File: src/logic/sensor_control_pkg.sv
// Constants for the sensor control register bank
package sensor_control_pkg;
  // ----------------------------------------
  // Register offsets
  // ----------------------------------------
  localparam logic [7:0] OFF_CONTROL_TWO     = 8'h11;
  localparam logic [7:0] OFF_IRQ_PIN_CONTROL = 8'h12;
  localparam logic [7:0] OFF_QUEUE_CONFIG    = 8'h14;
  localparam logic [7:0] OFF_REF_LOW         = 8'h15;
  localparam logic [7:0] OFF_REF_MID         = 8'h16;
  localparam logic [7:0] OFF_REF_HIGH        = 8'h17;
  localparam logic [7:0] OFF_OFFSET_LOW      = 8'h18;
  localparam logic [7:0] OFF_OFFSET_HIGH     = 8'h19;
  localparam logic [7:0] OFF_LOW_CURRENT     = 8'h1A;
  // ----------------------------------------
  // Field positions in control_two
  // ----------------------------------------
  localparam int BIT_TRIM_RELOAD  = 7;
  localparam int BIT_QUEUE_EN     = 6;
  localparam int BIT_WM_STOP      = 5;
  localparam int BIT_AUTOINC      = 4;
  localparam int BIT_TWO_WIRE_DIS = 3;
  localparam int BIT_SOFT_RESET   = 2;
  localparam int BIT_SINGLE_CONV  = 0;
  // ----------------------------------------
  // Reset values
  // ----------------------------------------
  localparam logic [7:0] RST_CONTROL_TWO = 8'h10;
  localparam logic [7:0] RST_ZERO        = 8'h00;
  localparam logic [2:0] RATE_POWER_DOWN = 3'h0;
  // ----------------------------------------
  // Interrupt source codes
  // ----------------------------------------
  localparam logic [1:0] SRC_DATA     = 2'h0;
  localparam logic [1:0] SRC_HIGH     = 2'h1;
  localparam logic [1:0] SRC_LOW      = 2'h2;
  localparam logic [1:0] SRC_LOW_HIGH = 2'h3;
  // ----------------------------------------
  // Queue modes
  // ----------------------------------------
  typedef enum logic [2:0] {
    QM_BYPASS = 3'h0, QM_FIFO = 3'h1, QM_STREAM = 3'h2, QM_STREAM_TO_FIFO = 3'h3,
    QM_BYPASS_TO_STREAM = 3'h4, QM_RESERVED = 3'h5, QM_DYNAMIC = 3'h6, QM_BYPASS_TO_FIFO = 3'h7
  } queue_mode_t;
  // ----------------------------------------
  // Timing
  // ----------------------------------------
  localparam int TRIM_COPY_CYCLES = 16;  // Cycles of the trim copy walk
  localparam int CONV_CYCLES      = 32;  // Cycles of one measurement
endpackage

File: src/logic/sensor_control_register_bank.sv
// Control and configuration register bank of a barometric sensor
`timescale 1ns/1ns
module sensor_control_register_bank
  import sensor_control_pkg::*;
#(
  parameter int TRIM_WORDS = 16  // Trim words copied from the store
) (
  input  wire logic                           I_CLOCK,
  input  wire logic                           I_RST,
  input  wire logic                           i_wr,          // Register write strobe
  input  wire logic                           i_rd,          // Register read strobe
  input  wire logic                           i_first,       // First byte of an access
  input  wire logic [7:0]                     i_addr,        // Start address of access
  input  wire logic [7:0]                     i_wdata,       // Write byte
  input  wire logic [2:0]                     i_rate_field,  // Output data rate setting
  input  wire logic                           i_rate_tick,   // One pulse per rate cycle
  input  wire logic [7:0]                     i_trim_data,   // Trim store read data
  input  wire logic                           i_queue_full,
  input  wire logic                           i_queue_watermark,
  input  wire logic                           i_queue_overrun,
  input  wire logic                           i_data_ready,
  input  wire logic                           i_pressure_high,
  input  wire logic                           i_pressure_low,
  output logic      [7:0]                     O_RDATA,
  output logic      [7:0]                     O_TRIM_ADDR,
  output logic                                O_TRIM_WE,     // Trim register load strobe
  output logic                                O_CONV_START,  // Single measurement pulse
  output logic                                O_RATE_RESET,  // Soft reset pulse to rate register
  output logic                                O_QUEUE_ENABLE,
  output logic                                O_WATERMARK_STOP,
  output logic      [2:0]                     O_QUEUE_MODE,
  output logic      [4:0]                     O_WATERMARK_LEVEL,
  output logic                                O_TWO_WIRE_DISABLE,
  output logic      [23:0]                    O_REFERENCE,
  output logic      [15:0]                    O_OFFSET,
  output logic                                O_LOW_CURRENT,
  output logic                                O_INT_OUT,     // Interrupt pin level
  output logic                                O_INT_OE       // Interrupt pin enable
);
  import sensor_control_pkg::*;

  // ----------------------------------------
  // State
  // ----------------------------------------
  typedef enum logic [1:0] {TR_IDLE = 2'b00, TR_WAIT = 2'b01, TR_COPY = 2'b11} trim_state_t;

  typedef struct packed {
    trim_state_t trim;       // Trim copy sequencer
    logic [7:0]  trim_cnt;   // Word index of the copy
    logic [7:0]  trim_addr;  // Index of the word being loaded
    logic [7:0]  addr;       // Current access address
    logic [7:0]  ctrl2;      // Control two image
    logic [7:0]  irqc;       // Interrupt pin control
    logic [7:0]  qcfg;       // Queue configuration
    logic [23:0] refp;       // Reference pressure
    logic [15:0] offs;       // Pressure offset
    logic        lc;         // Low current enable
    logic [7:0]  conv_cnt;   // Single conversion timer
    logic [7:0]  rdata;
    logic        trim_we;
    logic        conv_start;
    logic        rate_reset;
    logic        int_out;
    logic        int_oe;
  } state_t;

  state_t cur;       // Registered state
  state_t nxt;       // Next value
  logic   access;    // Any byte access this cycle
  logic [7:0] a;     // Effective address of this byte
  logic   data_sig;  // Data signal for source code zero
  logic   raw_irq;   // Selected event before polarity

  // ----------------------------------------
  // Next state
  // ----------------------------------------
  always_comb begin
    nxt = cur;
    nxt.trim_we    = 1'b0;
    nxt.conv_start = 1'b0;
    nxt.rate_reset = 1'b0;
    access = i_wr | i_rd;
    // Byte address: start address on the first byte, else the held pointer
    a = i_first ? i_addr : cur.addr;
    if (access) begin
      // Pointer steps only with auto-increment set
      nxt.addr = cur.ctrl2[BIT_AUTOINC] ? a + 8'h01 : a;
    end
    // Register writes
    if (i_wr) begin
      unique case (a)
        OFF_CONTROL_TWO: begin
          // Bit 1 is kept zero whatever the host sends
          nxt.ctrl2 = {i_wdata[7:2], 1'b0, i_wdata[0]};
          // Self-clearing bits stay one while their action runs
          if (cur.ctrl2[BIT_TRIM_RELOAD]) begin
            nxt.ctrl2[BIT_TRIM_RELOAD] = 1'b1;
          end
          if (cur.ctrl2[BIT_SINGLE_CONV]) begin
            nxt.ctrl2[BIT_SINGLE_CONV] = 1'b1;
          end
          // Single conversion refused outside power-down
          if (i_wdata[BIT_SINGLE_CONV] && !cur.ctrl2[BIT_SINGLE_CONV]) begin
            if (i_rate_field == RATE_POWER_DOWN) begin
              nxt.conv_start = 1'b1;
              nxt.conv_cnt   = 8'(CONV_CYCLES);
            end else begin
              nxt.ctrl2[BIT_SINGLE_CONV] = 1'b0;
            end
          end
        end
        OFF_IRQ_PIN_CONTROL: nxt.irqc = i_wdata;
        OFF_QUEUE_CONFIG:    nxt.qcfg = i_wdata;
        OFF_REF_LOW:         nxt.refp[7:0]   = i_wdata;
        OFF_REF_MID:         nxt.refp[15:8]  = i_wdata;
        OFF_REF_HIGH:        nxt.refp[23:16] = i_wdata;
        OFF_OFFSET_LOW:      nxt.offs[7:0]   = i_wdata;
        OFF_OFFSET_HIGH:     nxt.offs[15:8]  = i_wdata;
        // Only bit 0 is kept; upper bits are the host's to zero
        OFF_LOW_CURRENT:     nxt.lc = i_wdata[0];
        default: ;
      endcase
    end
    // Register reads; unmapped addresses read zero
    if (i_rd) begin
      unique case (a)
        OFF_CONTROL_TWO:     nxt.rdata = cur.ctrl2;
        OFF_IRQ_PIN_CONTROL: nxt.rdata = cur.irqc;
        OFF_QUEUE_CONFIG:    nxt.rdata = cur.qcfg;
        OFF_REF_LOW:         nxt.rdata = cur.refp[7:0];
        OFF_REF_MID:         nxt.rdata = cur.refp[15:8];
        OFF_REF_HIGH:        nxt.rdata = cur.refp[23:16];
        OFF_OFFSET_LOW:      nxt.rdata = cur.offs[7:0];
        OFF_OFFSET_HIGH:     nxt.rdata = cur.offs[15:8];
        OFF_LOW_CURRENT:     nxt.rdata = {7'h00, cur.lc};
        default:             nxt.rdata = RST_ZERO;
      endcase
    end
    // Single conversion timer; bit clears when measurement is done
    if (cur.conv_cnt != 8'h00) begin
      nxt.conv_cnt = cur.conv_cnt - 8'h01;
      if (cur.conv_cnt == 8'h01) begin
        nxt.ctrl2[BIT_SINGLE_CONV] = 1'b0;
      end
    end
    // Trim copy: a reload waits one rate tick, then walks every word; the power-up copy starts walking at once
    unique case (cur.trim)
      TR_IDLE: begin
        if (nxt.ctrl2[BIT_TRIM_RELOAD]) begin
          nxt.trim = TR_WAIT;
        end
      end
      TR_WAIT: begin
        nxt.ctrl2[BIT_TRIM_RELOAD] = 1'b1;
        if (i_rate_tick) begin
          nxt.trim     = TR_COPY;
          nxt.trim_cnt = 8'h00;
        end
      end
      TR_COPY: begin
        nxt.ctrl2[BIT_TRIM_RELOAD] = 1'b1;
        nxt.trim_we  = 1'b1;
        // Index travels with its strobe, so the load lands on the right word
        nxt.trim_addr = cur.trim_cnt;
        nxt.trim_cnt = cur.trim_cnt + 8'h01;
        if (cur.trim_cnt == 8'(TRIM_WORDS - 1)) begin
          nxt.trim = TR_IDLE;
          nxt.ctrl2[BIT_TRIM_RELOAD] = 1'b0;
        end
      end
      default: nxt.trim = TR_IDLE;
    endcase
    // Soft reset: restores the listed registers in one cycle, bit reads back zero
    if (i_wr && a == OFF_CONTROL_TWO && i_wdata[BIT_SOFT_RESET]) begin
      nxt.ctrl2      = RST_CONTROL_TWO;
      nxt.irqc       = RST_ZERO;
      nxt.qcfg       = RST_ZERO;
      nxt.refp       = 24'h000000;
      nxt.rate_reset = 1'b1;
      nxt.conv_cnt   = 8'h00;
      nxt.conv_start = 1'b0;
      // A running trim copy is not cut short
      if (cur.trim != TR_IDLE) begin
        nxt.ctrl2[BIT_TRIM_RELOAD] = 1'b1;
      end
    end
    // Interrupt pin: data signal is the OR of every enabled route, with no priority
    // Pin follows the settings being stored, so drive mode and level never disagree
    data_sig = (nxt.irqc[2] & i_data_ready) | (nxt.irqc[4] & i_queue_watermark) |
               (nxt.irqc[3] & i_queue_overrun) | (nxt.irqc[5] & i_queue_full);
    unique case (nxt.irqc[1:0])
      SRC_DATA:     raw_irq = data_sig;
      SRC_HIGH:     raw_irq = i_pressure_high;
      SRC_LOW:      raw_irq = i_pressure_low;
      SRC_LOW_HIGH: raw_irq = i_pressure_low | i_pressure_high;
    endcase
    nxt.int_out = raw_irq ^ nxt.irqc[7];
    // Open drain drives only the low level
    nxt.int_oe  = nxt.irqc[6] ? ~nxt.int_out : 1'b1;
  end

  // ----------------------------------------
  // Registers; power-up starts a trim copy
  // ----------------------------------------
  always_ff @(posedge I_CLOCK) begin
    if (I_RST) begin
      cur          <= '0;
      cur.trim     <= TR_COPY;
      cur.ctrl2    <= RST_CONTROL_TWO;
      cur.int_oe   <= 1'b1;
    end else begin
      cur <= nxt;
    end
  end

  // ----------------------------------------
  // Outputs straight from flip-flops
  // ----------------------------------------
  assign O_RDATA            = cur.rdata;
  assign O_TRIM_ADDR        = cur.trim_addr;
  assign O_TRIM_WE          = cur.trim_we;
  assign O_CONV_START       = cur.conv_start;
  assign O_RATE_RESET       = cur.rate_reset;
  assign O_QUEUE_ENABLE     = cur.ctrl2[BIT_QUEUE_EN];
  assign O_WATERMARK_STOP   = cur.ctrl2[BIT_WM_STOP];
  assign O_TWO_WIRE_DISABLE = cur.ctrl2[BIT_TWO_WIRE_DIS];
  assign O_QUEUE_MODE       = cur.qcfg[7:5];
  assign O_WATERMARK_LEVEL  = cur.qcfg[4:0];
  assign O_REFERENCE        = cur.refp;
  assign O_OFFSET           = cur.offs;
  assign O_LOW_CURRENT      = cur.lc;
  assign O_INT_OUT          = cur.int_out;
  assign O_INT_OE           = cur.int_oe;

  // ----------------------------------------
  // Checks
  // ----------------------------------------
  property p_reload_clears;
    @(posedge I_CLOCK) disable iff (I_RST)
      (cur.trim == TR_COPY && cur.trim_cnt == 8'(TRIM_WORDS - 1)) |=> !cur.ctrl2[BIT_TRIM_RELOAD];
  endproperty
  a_reload_clears: assert property (p_reload_clears) else $error("trim reload not cleared");

  property p_reload_waits;
    @(posedge I_CLOCK) disable iff (I_RST)
      (cur.trim == TR_WAIT && !i_rate_tick) |=> !cur.trim_we;
  endproperty
  a_reload_waits: assert property (p_reload_waits) else $error("trim copy before rate tick");

  property p_soft_reset;
    @(posedge I_CLOCK) disable iff (I_RST)
      (i_wr && a == OFF_CONTROL_TWO && i_wdata[BIT_SOFT_RESET]) |=>
        (cur.irqc == RST_ZERO && cur.refp == 24'h000000 && !cur.ctrl2[BIT_SOFT_RESET]);
  endproperty
  a_soft_reset: assert property (p_soft_reset) else $error("soft reset incomplete");

  property p_single_refused;
    @(posedge I_CLOCK) disable iff (I_RST)
      (i_rate_field != RATE_POWER_DOWN) |=> !cur.conv_start;
  endproperty
  a_single_refused: assert property (p_single_refused) else $error("conversion outside power-down");

  property p_single_clears;
    @(posedge I_CLOCK) disable iff (I_RST)
      $rose(cur.conv_start) |-> cur.ctrl2[BIT_SINGLE_CONV] ##[1:40] !cur.ctrl2[BIT_SINGLE_CONV];
  endproperty
  a_single_clears: assert property (p_single_clears) else $error("single conversion stuck");

  property p_autoinc;
    @(posedge I_CLOCK) disable iff (I_RST)
      (access && !cur.ctrl2[BIT_AUTOINC]) |=> cur.addr == $past(a);
  endproperty
  a_autoinc: assert property (p_autoinc) else $error("address moved with increment off");

  property p_open_drain;
    @(posedge I_CLOCK) disable iff (I_RST)
      (cur.irqc[6] && cur.int_oe) |-> !cur.int_out;
  endproperty
  a_open_drain: assert property (p_open_drain) else $error("open drain drove high");

  property p_high_source;
    @(posedge I_CLOCK) disable iff (I_RST)
      (cur.irqc[1:0] == SRC_HIGH && !cur.irqc[7] && $past(i_pressure_high)) |-> cur.int_out;
  endproperty
  a_high_source: assert property (p_high_source) else $error("pressure high not routed");

  property p_bit_one;
    @(posedge I_CLOCK) disable iff (I_RST) !cur.ctrl2[1];
  endproperty
  a_bit_one: assert property (p_bit_one) else $error("reserved bit set");

  property p_copy_addr;
    @(posedge I_CLOCK) disable iff (I_RST)
      (cur.trim == TR_COPY) |=> (cur.trim_we && cur.trim_addr == $past(cur.trim_cnt));
  endproperty
  a_copy_addr: assert property (p_copy_addr) else $error("trim word strobe or index wrong");

  property p_soft_restore;
    @(posedge I_CLOCK) disable iff (I_RST)
      (i_wr && a == OFF_CONTROL_TWO && i_wdata[BIT_SOFT_RESET]) |=>
        (cur.rate_reset && cur.qcfg == RST_ZERO && cur.ctrl2[BIT_AUTOINC] && cur.conv_cnt == 8'h00);
  endproperty
  a_soft_restore: assert property (p_soft_restore) else $error("soft reset left queue or rate state");

  property p_conv_pulse;
    @(posedge I_CLOCK) disable iff (I_RST)
      cur.conv_start |=> !cur.conv_start;
  endproperty
  a_conv_pulse: assert property (p_conv_pulse) else $error("conversion start longer than one cycle");

  property p_lc_write;
    @(posedge I_CLOCK) disable iff (I_RST)
      (i_wr && a == OFF_LOW_CURRENT) |=> cur.lc == $past(i_wdata[0]);
  endproperty
  a_lc_write: assert property (p_lc_write) else $error("low current bit not stored");

  property p_push_pull;
    @(posedge I_CLOCK) disable iff (I_RST)
      !cur.irqc[6] |-> cur.int_oe;
  endproperty
  a_push_pull: assert property (p_push_pull) else $error("push-pull pin not driven");

  property p_ref_high;
    @(posedge I_CLOCK) disable iff (I_RST)
      (i_wr && a == OFF_REF_HIGH) |=> cur.refp[23:16] == $past(i_wdata);
  endproperty
  a_ref_high: assert property (p_ref_high) else $error("reference high byte not stored");
endmodule

File: config.mk
export PLATFORM = sky130hd
export DESIGN_NAME = sensor_control_register_bank
export DESIGN_NICKNAME = d
export VERILOG_FILES = /design/src/logic/sensor_control_pkg.sv /design/src/logic/sensor_control_register_bank.sv
export SDC_FILE = /design/constraint.sdc
export NUM_CORES = 1
export LEC_CHECK = 0
export ABC_AREA = 1
export BUFFER_PORTS_ARGS = -buffer_cell sky130_fd_sc_hd__buf_2
export CORE_MARGIN = 2
export CORE_UTILIZATION = 62
export CTS_BUF_LIST = sky130_fd_sc_hd__clkbuf_4
export CTS_CLUSTER_SIZE = 10
export DETAILED_ROUTE_END_ITERATION = 10
export GPL_TIMING_DRIVEN = 0
export PLACE_DENSITY = 0.87
export SYNTH_ARGS = -nofsm -noshare
export SYNTH_HDL_FRONTEND = slang
export SYNTH_SLANG_ARGS = --single-unit
File: constraint.sdc
create_clock -name I_CLOCK -period 4.9 [get_ports I_CLOCK]
set_clock_uncertainty 0.2 [all_clocks]
set_input_delay 1.225 -clock I_CLOCK [delete_from_list [all_inputs] [get_ports I_CLOCK]]
set_output_delay 1.225 -clock I_CLOCK [all_outputs]
set_load 0.005 [all_outputs]
Word level (Yosys, flattened, before mapping). Cells that the tools add are included.

Register bits after elaboration: 111. Output and inout port bits: 73. Word-level logic and storage cells: 123.

Bitwise operators: 15. Equal/unequal tests: 19. Reduce and logical (&&, ||, !) cells: 28. Muxes and demuxes: 36. Add/sub/neg operators: 3.

Operators by type and width (count): $mux W8 (14); $mux W73 (1); $eq A8 B5 Y1 const B (9); $pmux W8 S9 (1); $mux W48 (1); $reduce_and A2 Y1 (9); $add A8 B1 Y8 const B (2); $pmux W8 S2 (1); $mux W1 (12); $reduce_bool A2 Y1 (6); $mux W10 (1); $eq A8 B1 Y1 const B (1); $eq A8 B4 Y1 const B (1); $reduce_bool A8 Y1 (1); $sub A8 B1 Y8 const B (1); $eq A2 B2 Y1 const B (3); $ne A2 B2 Y1 const B (3); $pmux W2 S3 (1); $not A1 Y1 (5); $or A1 B1 Y1 (5); $reduce_or A5 Y1 (1); $and A1 B1 Y1 (4); $eq A2 B1 Y1 const B (2); $logic_not A2 Y1 (2); 10 further kinds (14).

Longest topological paths before layout. Gate-level depths: netlist of the first run.

Depth after elaboration: 15. Depth in mapped cells: 18.

Least setup slack after synthesis of the first run. OpenSTA, ideal clock, no wires.

Path type: input port to flip-flop. Start: input i_first. End: register cur, in the netlist O_INT_OUT. Setup time: 0.125 ns. Arrival: 3.105 ns. Stages on the path: 18. Buffers on the path: 1. Required time: 4.575 ns. Path slack: 1.470 ns. Cell sequence: buf_6 inv_6 or2_2 o21ai_0 ha_1 inv_1 nor2_4 nand3_4 inv_2 nand2_1 nand2_1 nand2_1 nand2_1 nand2_1 nand2_1 nand2_1 nand2_1 nor2_2.

Word-level cells in the longest chain between the ends: 11.

RTL lines: from (decl) (RTL line sensor_control_register_bank.sv:12) `input wire logic i_first,`; $mux W8 (*) (RTL line sensor_control_register_bank.sv:84) `a = i_first ? i_addr : cur.addr;`; $eq A8 B5 Y1, on equally long branches (RTL line sensor_control_register_bank.sv:91, sensor_control_register_bank.sv:174); $mux W8 or $logic_and A1 B1 Y1 (tied branches) (RTL line sensor_control_register_bank.sv:91, sensor_control_register_bank.sv:174); $mux W73 or $logic_and A1 B1 Y1 (tied branches) (RTL line sensor_control_register_bank.sv:90, sensor_control_register_bank.sv:174); $mux W48 (*) (RTL line sensor_control_register_bank.sv:174) `if (i_wr && a == OFF_CONTROL_TWO && i_wdata[BIT_SOFT_RESET]) begin`; $and A1 B1 Y1 (RTL line sensor_control_register_bank.sv:189) `data_sig = (nxt.irqc[2] & i_data_ready) | (nxt.irqc[4] & i_queue_watermark) |`; $or A1 B1 Y1 (2 in a row) (RTL line sensor_control_register_bank.sv:189); $or A1 B1 Y1 (RTL line sensor_control_register_bank.sv:190) `(nxt.irqc[3] & i_queue_overrun) | (nxt.irqc[5] & i_queue_full);`; $pmux W1 S4 (RTL line sensor_control_register_bank.sv:191) `unique case (nxt.irqc[1:0])`; $xor A1 B1 Y1 (*) (RTL line sensor_control_register_bank.sv:197) `nxt.int_out = raw_irq ^ nxt.irqc[7];`; to (signal assigned) (RTL line sensor_control_register_bank.sv:212) `cur <= nxt;`; to (decl) (RTL line sensor_control_register_bank.sv:67) `state_t cur;`.

Every way passes the cells marked *; elsewhere a longest branch is shown, timed or not. The select of a mux whose other input is x is not followed. A chain may end at the register's enable or synchronous reset.

Worst setup path in the final report of the first run. Ends and elaborated chain as after synthesis.

==> run summary, run 1 <==
The clock reaches the later pin of the worst-skew pair after 0.45 ns. The power density over cell area works out to 275 mW/mm². The worst register-to-register path begins at cur[86].

The tools report the antenna cell count as 0. TritonCTS built the clock tree. The slowest stage of the critical path belongs to the cell sky130_fd_sc_hd__o21ai_0. The number of nets with antenna violations after routing was 0; the sequential fraction of the synthesis area was 38.9%.

Share of post-route cells with drive strength above 1: 24.3%. In this run, post-CTS repair resized a total of 0 instances. TritonCTS created 9 clock buffers.

The data required time of the critical path was 5.06 ns. When the netlist entered floorplanning its net count stood at 842. The initial utilization of the core area, before any placement, comes to 63.0%.

Summing all multi-input logic gate instances after layout gives 0.00247 mm². The remaining global-route overflow is 0, and the peak per-stage delay on the critical path is 0.61 ns. For the number of warnings printed during yosys synthesis, the log shows 0. The count of buffers added by post-CTS timing repair for setup was 0; the total number of vias was 5634. For this design the static power due to leakage is 3.00 nW. The final critical path takes up 67.6% of the cycle. The flow ran to the end, and the final reports show no timing, DRC or antenna violations.

For the violation count after the first detailed-routing iteration, the log shows 587. The pre-antenna-repair detailed-routing pass consisted of 6 iterations. 112 I/O pins were placed. The longest clock path from root to sink contains 2 buffers.

Critical path's top delay family: simple AND/OR/NAND/NOR gates. Via count of the first global-routing pass: 5013. The number of flip-flops and latches in the synthesized netlist came out at 111. Buffers placed on the I/O ports in this run total 95. Detailed placement ended at an HPWL of 11.4 mm. The launch point of the critical path was i_first.

The max-slew violation total from the final report was 0; the cell area after layout was 0.00645 mm². After floorplanning, the core was divided into 35 placement rows. The top cell type's share of synthesized area came out at 38.9%. The root buffer cell was sky130_fd_sc_hd__clkbuf_4.

Initial antenna violation count: 0. The overall die height was 99.9 µm. The achievable clock frequency came out at 302 MHz. The min-delay analysis places its worst path in the category flip-flop to flip-flop. The tools report the startpoint class of the critical path as an input pin. The critical path capture point type is a flip-flop. Summed over all layers, the routed wires come to 15.1 mm.

The tools report the CTS H-tree depth as 3. The minimum clock period is 3.31 ns, and the pin count of the biggest net entering global routing is 18. CTS saw 111 sinks. The synthesized instance count is 795, and the final standard cell utilization of the core is 71.2%. Of all nets on the critical path, the largest fanout is 10. The total number of nets in the final design was 948.

The routability-driven placement congestion ratio was 0.945. The signal on the critical path passes through buf_6 > o21ai_0 > ha_1 > inv_1 > nor2_4 > nand3_4 > inv_2 > nand2_1 > nand2_1 > nand2_1 > nand2_1 > nand2_1 > nand2_1 > nand2_1 > nand2_1 > nor2_2. At the pin with the least slew margin, the transition time is 0.768 ns.

The setup violation total in the final timing report was 0; the number of remaining DRC errors was 0. The data arrival time of the worst path came out at 3.47 ns. In the final routed layout, each cell accounts on average for 14.9 µm.

The cell area that synthesis handed to floorplanning was 0.00571 mm². The average vias per placed instance came out at 5.55. Measured against its own limit, the worst slew margin works out to 48.3%.

The placement-stage cell area was 0.00632 mm². The dominant cell type by count on the critical path was sky130_fd_sc_hd__nand2_1. After synthesis, the cell types taking the most area are sky130_fd_sc_hd__dfxtp_1 39%, sky130_fd_sc_hd__nand2_1 11%, sky130_fd_sc_hd__buf_4 8.7%. Clock edge transition at the registers on the reported setup and hold paths: 0.16 ns.

The area inside the core boundary is 0.00906 mm². The die outline area was 0.00999 mm². The die is 99.9 µm wide. Adding up every negative setup slack in the final design gives 0 ns. The area overhead of the layout relative to synthesis came out at 13.1%. Buffers inserted to repair hold after CTS numbered 0.

The first global-routing pass estimated 23.9 mm of wire. Across the VDD grid, the largest voltage drop is 0.276 mV. For the number of hold violations in the final report, the log shows 0. The tools report the start point of the worst hold path as cur[80]. The startpoint-to-endpoint class of the critical path is input pin to flip-flop.

The global-route usage over all layers is 30.4%, and the post-synthesis average cell area is 7.18 µm². The worst path buffer plus inverter count is 3. The logs give 42 for the number of different library cells in the post-synthesis netlist and 0.00222 mm² for the sequential standard cell area. Max-cap violations in this run came to 0. Setup repair after global routing left no endpoint under its margin. Counting the fill cells in the layout gives 800. Summed over all instances, the cell type with the most area after synthesis is sky130_fd_sc_hd__dfxtp_1.
## Yosys cell counts, drive strengths merged
cell type and number:
o211ai 3, a211oi 3, a31oi 1, a211o 1
nor3 9, xor2 8, buf 82, a32o 1
ha 8, a221oi 2, nand4 14, o32ai 1
o22ai 4, nor2 60, nand3 58, dfxtp 111
nand3b 2, or2 1, inv 97, o2bb2ai 2
a21oi 87, xnor2 4, nand2 170, o21ai 49
nor4 3, clkbuf 14
## final cells by class
class | count | area share (%)
multi-input combinational | 491 | 38.3
clock inverter | 5 | 0.892
buffer | 96 | 9.95
inverter | 97 | 5.72
timing repair buffer | 95 | 7.37
clock buffer | 10 | 1.16
tap | 111 | 2.15
sequential | 111 | 34.4
## where the power goes
| part | switching, W | total, W | internal (W) |
|---|---|---|---|
| registers | 0.0000296 | 0.000979 | 0.000949 |
| clock network | 0.000301 | 0.000461 | 0.000159 |
| logic | 0.000214 | 0.000338 | 0.000124 |
| total | 0.000545 | 0.00178 | 0.00123 |
## through the flow
step / total power, W / hold slack (ns) / cells / setup slack (ns)
6_report: 0.00178 / 0.272 / 1016 / 1.59
5_1_grt: 0.00186 / 0.312 / 1016 / 1.37
4_1_cts: 0.00177 / 0.270 / 1016 / 1.62
3_5_place_dp: 0.00133 / 0.249 / 1001 / 1.13
3_3_place_gp: 0.00132 / 0.244 / 1001 / 1.17
2_1_floorplan: 0.00124 / 0.234 / 795 / 1.47
## sequential cells by signal, indices dropped and copies added, names as in the netlist
register            flops
O_TRIM_ADDR             8
O_QUEUE_MODE            3
O_TWO_WIRE_DISABLE      1
O_RDATA                 8
O_OFFSET               16
O_WATERMARK_LEVEL       5
O_INT_OE                1
cur                    38
O_QUEUE_ENABLE          1
O_WATERMARK_STOP        1
O_LOW_CURRENT           1
O_REFERENCE            24
O_TRIM_WE               1
O_RATE_RESET            1
O_INT_OUT               1
O_CONV_START            1
## cell usage in the layout, fill, tap and decap left out, drive strengths merged
cell type and count:
o22ai 4, o211ai 3, a221oi 2, o32ai 1, nor2 60, nor3 9
o2bb2ai 2, buf 177, nand2 170, xor2 8, o21ai 49, a211o 1
nand3 58, clkbuf 24, a211oi 3, nand4 14, a31oi 1, ha 8
inv 98, nor4 3, a32o 1, xnor2 4, clkinvlp 2, clkinv 1
nand3b 2, bufinv 1, a21oi 87, dfxtp 111, or2 1
## worst register-to-register path: stages (launching register included)
cell and delay (ns):
sky130_fd_sc_hd__dfxtp_1 0.34, sky130_fd_sc_hd__o21ai_0 0.62, sky130_fd_sc_hd__ha_1 0.35, sky130_fd_sc_hd__inv_1 0.09, sky130_fd_sc_hd__nor2_4 0.22, sky130_fd_sc_hd__nand3_4 0.15
sky130_fd_sc_hd__inv_2 0.12, sky130_fd_sc_hd__nand2_1 0.07, sky130_fd_sc_hd__nand2_1 0.12, sky130_fd_sc_hd__nand2_1 0.05, sky130_fd_sc_hd__nand2_1 0.06, sky130_fd_sc_hd__nand2_1 0.06
sky130_fd_sc_hd__nand2_1 0.07, sky130_fd_sc_hd__nand2_1 0.06, sky130_fd_sc_hd__nand2_1 0.07, sky130_fd_sc_hd__nor2_2 0.04
## cells by family (layout without fill, tap and decap cells)
family	count (synthesis)	count (layout)	synth area share (%)
compound gates	154	154	14.5
xor+xnor	12	12	1.84
fa+ha+maj	8	8	1.75
buf+inv	193	303	17.7
flops	111	111	38.9
simple gates	317	317	25.3
## metal layers
metal | GRT usage [%] | routed length, µm | vias up
li1 | - | - | 2708
met1 | 40.7 | 6270 | 2567
met2 | 49.9 | 6940 | 311
met3 | 5.01 | 1440 | 48
met4 | 11.2 | 456 | 0
met5 | 0 | 0 | -
## worst paths after layout
kind	endpoint	slack, ns	cells after the start
min reg2reg	cur[80]	0.27	2
max reg2reg	O_INT_OUT	2.13	15
min	cur[80]	0.27	2
max	O_INT_OUT	1.59	16
Note: power is estimated with default switching activity, not from simulation.
==> run 2: changes to the inputs <==
Settings changed: CORE_UTILIZATION 62 to 57, PLACE_DENSITY 0.87 to 0.81.
Clock period 4.9 ns to 3.3 ns, I/O delays scaled along.
==> run 2 against run 1 <==
Net effect:
- total power up 45%
- setup slack lost 1.2 ns
- sequential share of layout area fell by 0.093 points
- count of clock-buffer cells in the layout stayed put
- combinational power grew 46%
- sequential cell count did not move
- first-iteration DRC count shrank 36%
- register-to-register slack worse by 1.6 ns
- sequential power grew 48%
- critical endpoint unchanged
- largest power group unchanged
==> run summary, run 2 (synthesis results as in run 1) <==
The flow ran to the end, and the final reports show no timing, DRC or antenna violations. The logs give 19 (was 18) for the pin count of the biggest net entering global routing and 19.2% (was 19.0%) for the share of total power in combinational logic. Global-route usage over all layers: 27.0% (was 30.4%). Global-route wire length before repair: 23.7 mm (was 23.9 mm). The run gives 11.1 mm (was 11.4 mm) as the HPWL after detailed placement. The run gives 948 (unchanged) as the total number of nets in the final design.

The via count of the first global-routing pass was 4901 (was 5013). The number of I/O port buffers works out to 95 (unchanged). The max-slew violation total from the final report came out at 0 (unchanged).

The final critical path takes up 88.0% of the cycle. The clock edge transition at the registers on the reported setup and hold paths is 0.16 ns (about the same). The logs give 0 (unchanged) for the remaining global-route overflow and 0.00222 mm² (unchanged) for the sequential standard cell area. The antenna cell count is 0 (unchanged). The tools report the root buffer cell as sky130_fd_sc_hd__clkbuf_4 (unchanged). The switching part of the total was 31.6% (was 30.7%). Setup repair after global routing left no endpoint under its margin. TritonCTS built the clock tree.

The CTS H-tree depth is 3 (unchanged), and the clock share of power is 24.4% (was 25.9%). The startpoint class of the critical path is an input pin (unchanged). The initial core utilization is 58.7% (was 63.0%), and the placement-stage cell area is 0.00635 mm² (was 0.00632 mm²).

The logs give 0.0108 mm² (was 0.00999 mm²) for the die outline area and 948 (was 800) for the fill cell instance count of the final layout. The total clock buffers created by CTS was 9 (unchanged). The run gives 0 (unchanged) as the count of buffers added by post-CTS timing repair for setup. The peak fanout along the critical path was 10 (unchanged). The run gives 0.00247 mm² (unchanged) as the area taken by multi-input logic gates. Actual transition at the worst max-transition pin: 0.748 ns (was 0.768 ns). The number of hold violations in the final report came out at 0 (unchanged). The sequential fraction of design power was 56.5% (was 55.1%); the x dimension of the die was 104 µm (was 99.9 µm). For the leakage power, the log shows 2.99 nW (was 3.00 nW).

The power density over cell area is 397 mW/mm² (was 275 mW/mm²), and the number of buffers between clock root and the deepest sink is 2 (unchanged). The number of standard cells in the final layout excluding fillers was 1038 (was 1016). The run gives 3.45 ns (was 5.06 ns) as the data required time of the critical path. The overall die height is 104 µm (was 99.9 µm). The clock latency on the worst-skew pair came out at 0.47 ns (was 0.45 ns). The worst hold slack came out at 0.272 ns (about the same).

Leading cell types in the layout, fill and taps excluded: 160 x sky130_fd_sc_hd__nand2_1, 111 x sky130_fd_sc_hd__dfxtp_1, 104 x sky130_fd_sc_hd__buf_2 (unchanged). Setup violation total in the final timing report: 0 (unchanged). The routed wire length per instance works out to 14.1 µm (was 14.9 µm). The routability-driven placement congestion ratio is 0.987 (was 0.945). The achievable clock frequency was 344 MHz; the number of remaining DRC errors was 0 (unchanged). The run gives 1023 (was 1001) as the placed cell count.

Share of post-route cells with drive strength above 1: 24.4% (was 24.3%). The tools report the critical path capture point type as a flip-flop (unchanged). For the maximum resistive drop on vdd, the log shows 0.368 mV (was 0.276 mV). The flip-flop count of the largest register after layout was 38 (unchanged); the average vias per placed instance was 5.21 (was 5.55). The area overhead of the layout relative to synthesis came out at 13.4% (was 13.1%). The tools report the number of max-cap violations as 0 (unchanged). The number of nets with antenna violations after routing is 0 (unchanged), and the final worst slack is 0.394 ns (was 1.59 ns).

The most common cell after layout, fill and taps aside was sky130_fd_sc_hd__nand2_1 (unchanged). Type of the most critical hold path: flip-flop to flip-flop (unchanged). The cell area after layout was 0.00647 mm² (was 0.00645 mm²); the total number of vias was 5413 (was 5634).

The TritonCTS sink count was 111 (unchanged); the number of hold buffers added after cts was 0 (unchanged). For the final standard cell utilization of the core, the log shows 66.5% (was 71.2%). Startpoint-to-endpoint class of the critical path: input pin to flip-flop (unchanged). The max-slew headroom at the worst pin came out at 49.6% (was 48.3%). The violation count after the first detailed-routing iteration was 374 (was 587); the worst setup slack for register-to-register paths was 0.55 ns (was 2.13 ns). Number of standard-cell rows in the floorplan: 36 (was 35). The data arrival time of the worst path was 3.05 ns (was 3.47 ns); the post-cts sizing count was 0 (unchanged). The largest register by flop count is cur (unchanged).

The area inside the core boundary was 0.00973 mm² (was 0.00906 mm²); the minimum clock period was 2.91 ns. The top-level port count is 112 (unchanged). The total iterations of the first detailed-routing run was 5 (was 6); the initial antenna violation count was 0 (unchanged).

The tools report the total wire length as 14.6 mm (was 15.1 mm). The internal cell power came out at 0.00176 W (was 0.00123 W). Pre-CTS setup slack: -0.100 ns (was 1.13 ns).

The net switching power came out at 0.000813 W (was 0.000545 W).
## run 2: cell types whose count changed in the layout (fill, tap and decap cells not counted)
| cell | before | now |
|---|---|---|
| sky130_fd_sc_hd__clkinv_4 | 0 | 1 |
| sky130_fd_sc_hd__clkinv_1 | 1 | 0 |
| sky130_fd_sc_hd__bufinv_16 | 1 | 0 |
| sky130_fd_sc_hd__inv_6 | 2 | 1 |
| sky130_fd_sc_hd__clkinvlp_4 | 2 | 3 |
| sky130_fd_sc_hd__clkinv_8 | 0 | 1 |
## run 2: worst max-delay path, stage by stage
cell and delay (ns):
sky130_fd_sc_hd__buf_6 0.12, sky130_fd_sc_hd__inv_6 0.05, sky130_fd_sc_hd__or2_2 0.26, sky130_fd_sc_hd__o21ai_0 0.29
sky130_fd_sc_hd__ha_1 0.35, sky130_fd_sc_hd__inv_1 0.09, sky130_fd_sc_hd__nor2_4 0.22, sky130_fd_sc_hd__nand3_4 0.16
sky130_fd_sc_hd__inv_2 0.11, sky130_fd_sc_hd__nand2_1 0.06, sky130_fd_sc_hd__nand2_1 0.11, sky130_fd_sc_hd__nand2_1 0.05
sky130_fd_sc_hd__nand2_1 0.06, sky130_fd_sc_hd__nand2_1 0.06, sky130_fd_sc_hd__nand2_1 0.07, sky130_fd_sc_hd__nand2_1 0.06
sky130_fd_sc_hd__nand2_1 0.07, sky130_fd_sc_hd__nor2_2 0.04
## run 2: layer usage
layer	part of all wire [%]	wire length [µm]	track usage, %	vias to the layer above
met4	2.4	357	10.5	0
met5	0	0	0	-
met2	46	6690	43.5	241
met1	44	6380	36.8	2423
met3	8.0	1170	3.76	29
li1	-	-	-	2720
## run 2: power by group through the flow
stage               Sequential [W]  Clock (W)  Combinational (W)
floorplan                  0.00147          0           0.000374
global route               0.00146   0.000695           0.000558
finish                     0.00145   0.000626           0.000493
global placement           0.00148          0           0.000481
detailed placement         0.00148          0           0.000489
CTS                        0.00145   0.000629           0.000491
## run 2: stage by stage
step | setup TNS (ns) | power, W
floorplan | 0 | 0.00185
global placement | -0.114 | 0.00196
detailed placement | -0.200 | 0.00197
CTS | 0 | 0.00257
global route | 0 | 0.00272
finish | 0 | 0.00257
## run 2: final cells by class
type	count	share of cell area (%)
clock buffer	10	1.16
buffer	96	9.92
inverter	97	5.70
multi-input combinational	491	38.2
timing repair buffer	95	7.35
tap	133	2.57
sequential	111	34.3
clock inverter	5	0.735
## run 2: path summary, 6_finish.rpt
check | to | startpoint | cells past startpoint
max | O_INT_OUT | i_first | 18
min | cur[80] | cur[80] | 2
max reg2reg | O_INT_OUT | cur[86] | 15
min reg2reg | cur[80] | cur[80] | 2
==> run 3: changes to the inputs <==
Settings changed: PLACE_DENSITY 0.81 to 0.82, REMOVE_ABC_BUFFERS from default to 1.
==> run 3 against run 2 <==
Net effect:
- first-iteration DRC count fell by 5.6%
- via count fell by 4.7%
- count of clock-buffer cells in the layout fell by 1
- largest power group unchanged
- sequential cell count did not move
- final area fell by 9.0%
- clock power rose by 2%
- total power fell by 0.62%
- cell count fell by 8.4%
==> run summary, run 3 (synthesis results as in run 1) <==
The dominant cell type by count on the critical path is sky130_fd_sc_hd__inv_1 (was sky130_fd_sc_hd__nand2_1). The met3 layer usage reported by global route is 5.64% (was 3.76%). The type of the most critical hold path is flip-flop to flip-flop (unchanged).

For the number of nets with antenna violations after routing, the log shows 0 (unchanged). Via count of the first global-routing pass: 4596 (was 4901). For the global routing met1 resource utilization, the log shows 35.2% (was 36.8%).

The tools report the critical path capture point type as a flip-flop (unchanged). The fill cell instance count of the final layout is 944 (was 948), and the average vias per placed instance is 5.42 (was 5.21). The x dimension of the die was 104 µm (unchanged); the flip-flop count of the largest register after layout was 38 (unchanged).

Minimum clock period: 2.95 ns (was 2.91 ns). For the max-slew violation total from the final report, the log shows 0 (unchanged). The run gives 353 (was 374) as the violation count after the first detailed-routing iteration. The logs give 0.00973 mm² (unchanged) for the area inside the core boundary and 22.1 mm (was 23.7 mm) for the global-route wire length before repair.

The run gives 0.00575 mm² (was 0.00635 mm²) as the placement-stage cell area. TritonCTS built the clock tree. The overall die height is 104 µm (unchanged), and the antenna cell count is 0 (unchanged). The routed wire length per instance is 14.4 µm (was 14.1 µm).

The critical path's top delay family was simple AND/OR/NAND/NOR gates (unchanged). The tools report the achievable clock frequency as 339 MHz (was 344 MHz). The leakage power came out at 2.60 nW (was 2.99 nW). The library cell contributing the largest single delay on the critical path was sky130_fd_sc_hd__or2_2 (was sky130_fd_sc_hd__ha_1). The tools report the setup violation total in the final timing report as 0 (unchanged).

The number of max-cap violations is 0 (unchanged), and the TritonCTS sink count is 111 (unchanged). The data arrival time of the worst path is 3.16 ns (was 3.05 ns). The number of cells on the worst reg-to-reg path was 13 (was 15).

The cell area after layout was 0.00589 mm² (was 0.00647 mm²). The number of I/O port buffers was 103 (was 95). Setup repair after global routing left no endpoint under its margin. For the initial antenna violation count, the log shows 0 (unchanged).

The largest register by flop count is cur (unchanged). Cell Chain, Critical Path: buf_2 > inv_6 > or2_2 > o21ai_2 > inv_1 > ha_1 > inv_1 > nor2_1 > nand2_4 > nor2_4 > nand2_2 > nand2_8 > inv_1 > o21ai_0 > o21ai_0 (was buf_6 > inv_6 > or2_2 > o21ai_0 > ha_1 > inv_1 > nor2_4 > nand3_4 > inv_2 > nand2_1 > nand2_1 > nand2_1 > nand2_1 > nand2_1 > nand2_1 > nand2_1 > nand2_1 > nor2_2). The layer with the highest usage is met2 (unchanged). Leading cell types in the layout, fill and taps excluded: 160 x sky130_fd_sc_hd__nand2_1, 111 x sky130_fd_sc_hd__dfxtp_1, 103 x sky130_fd_sc_hd__buf_2 (was 160 x sky130_fd_sc_hd__nand2_1, 111 x sky130_fd_sc_hd__dfxtp_1, 104 x sky130_fd_sc_hd__buf_2).

The tools report the data required time of the critical path as 3.50 ns (was 3.45 ns). The logs give 0.0108 mm² (unchanged) for the die outline area and 112 (unchanged) for the top-level port count. The run finished with clean final reports. The peak fanout along the critical path is 51 (was 10), and the global routing met2 resource utilization is 39.4% (was 43.5%). The startpoint class of the critical path was an input pin (unchanged). The remaining global-route overflow is 0 (unchanged), and the number of logic stages on the critical path including buffering is 15 (was 18).

The logs give 36 (unchanged) for the number of standard-cell rows in the floorplan and 5159 (was 5413) for the total number of vias. The actual transition at the worst max-transition pin came out at 1.08 ns (was 0.748 ns). The startpoint-to-endpoint class of the critical path is input pin to flip-flop (unchanged). For the total number of nets in the final design, the log shows 860 (was 948). The most common cell after layout, fill and taps aside was sky130_fd_sc_hd__nand2_1 (unchanged).

The number of hold violations in the final report is 0 (unchanged), and the total wire length is 13.7 mm (was 14.6 mm). The share of post-route cells with drive strength above 1 was 18.7% (was 24.4%); the pin count of the biggest net entering global routing was 52 (was 19). For the HPWL after detailed placement, the log shows 9.83 mm (was 11.1 mm). The global-route usage over all layers was 25.2% (was 27.0%). The worst path buffer plus inverter count is 5 (was 4), and the max-slew headroom at the worst pin is 27.9% (was 49.6%). The maximum resistive drop on vdd was 0.298 mV (was 0.368 mV). The tools report the number of remaining DRC errors as 0 (unchanged).

The area overhead of the layout relative to synthesis came out at 3.18% (was 13.4%). The count of buffers added by post-CTS timing repair for setup was 0 (unchanged). The logs give 0.47 ns (about the same) for the clock latency on the worst-skew pair and 2 (unchanged) for the number of buffers between clock root and the deepest sink. The number of standard cells in the final layout excluding fillers is 951 (was 1038).

The peak per-stage delay on the critical path was 0.29 ns (was 0.35 ns); the placed cell count was 935 (was 1023). The tools report the routability-driven placement congestion ratio as 0.902 (was 0.987). The initial core utilization is 58.7% (unchanged), and the final critical-path share of the clock period is 89.5% (was 88.0%). The total clock buffers created by CTS was 9 (unchanged); the CTS H-tree depth was 3 (unchanged). The root buffer cell is sky130_fd_sc_hd__clkbuf_4 (unchanged).

The clock edge transition at the registers on the reported setup and hold paths was 0.17 ns (was 0.16 ns). The power density over cell area is 434 mW/mm² (was 397 mW/mm²), and the total iterations of the first detailed-routing run is 5 (unchanged). Hold-critical path depth: 2 (unchanged).
-- run 3: changes by cell type in the layout (fill, tap and decap cells not counted), sizes merged --
| cell | before | now |
|---|---|---|
| clkbuf | 24 | 9 |
| buf | 177 | 103 |
| inv | 97 | 100 |
| clkinv | 2 | 1 |
-- run 3: power by group --
part           switching [W]  internal (W)
clock               0.000475      0.000164
combinational       0.000300      0.000164
sequential         0.0000435       0.00141
-- run 3: worst reg2reg max path, delay by kind of cell, from the launching register on --
family          cells  cell delay (ns)
compound gates      2             0.20
fa+ha+maj           1             0.25
buf+inv             3             0.34
flops               1             0.34
simple gates        7             1.08
-- run 3: metrics by stage --
step	utilization, %	total power, W	setup WS [ns]	hold WS, ns	TNS [ns]
floorplan	-	0.00180	0.0934	0.234	0
global placement	59.1	0.00193	-0.764	0.245	-25.25
global route	60.5	0.00269	0.155	0.306	0
detailed placement	59.1	0.00193	-0.770	0.250	-25.63
CTS	60.4	0.00255	0.0866	0.271	0
finish	60.5	0.00256	0.347	0.272	0
-- run 3: layer usage --
| metal | vias to the layer above | routed length (µm) |
|---|---|---|
| li1 | 2535 | - |
| met4 | 0 | 230 |
| met3 | 24 | 1180 |
| met5 | - | 0 |
| met1 | 2370 | 6050 |
| met2 | 230 | 6260 |
-- run 3: path summary, 6_finish.rpt --
| path | start | to | slack (ns) |
|---|---|---|---|
| max | i_first | cur[85] | 0.35 |
| min | cur[80] | cur[80] | 0.27 |
| max reg2reg | cur[87] | cur[85] | 0.79 |
| min reg2reg | cur[80] | cur[80] | 0.27 |
-- run 3: final cells by class --
cell class / instances / area (µm²) / share of cell area [%]
multi-input cells: 491 / 2490 / 42.3
flip-flops and latches: 111 / 2220 / 37.7
repair buffers: 103 / 515 / 8.75
inverters: 97 / 369 / 6.27
well taps: 133 / 166 / 2.83
clock buffers: 9 / 67.6 / 1.15
clock inverters: 7 / 56.3 / 0.956
-- run 3: repair_timing --
action                                  in CTS  in global routing
gates resized for setup                      1                  3
endpoints found under the setup margin      10                  8
hold buffers                                 0                  0
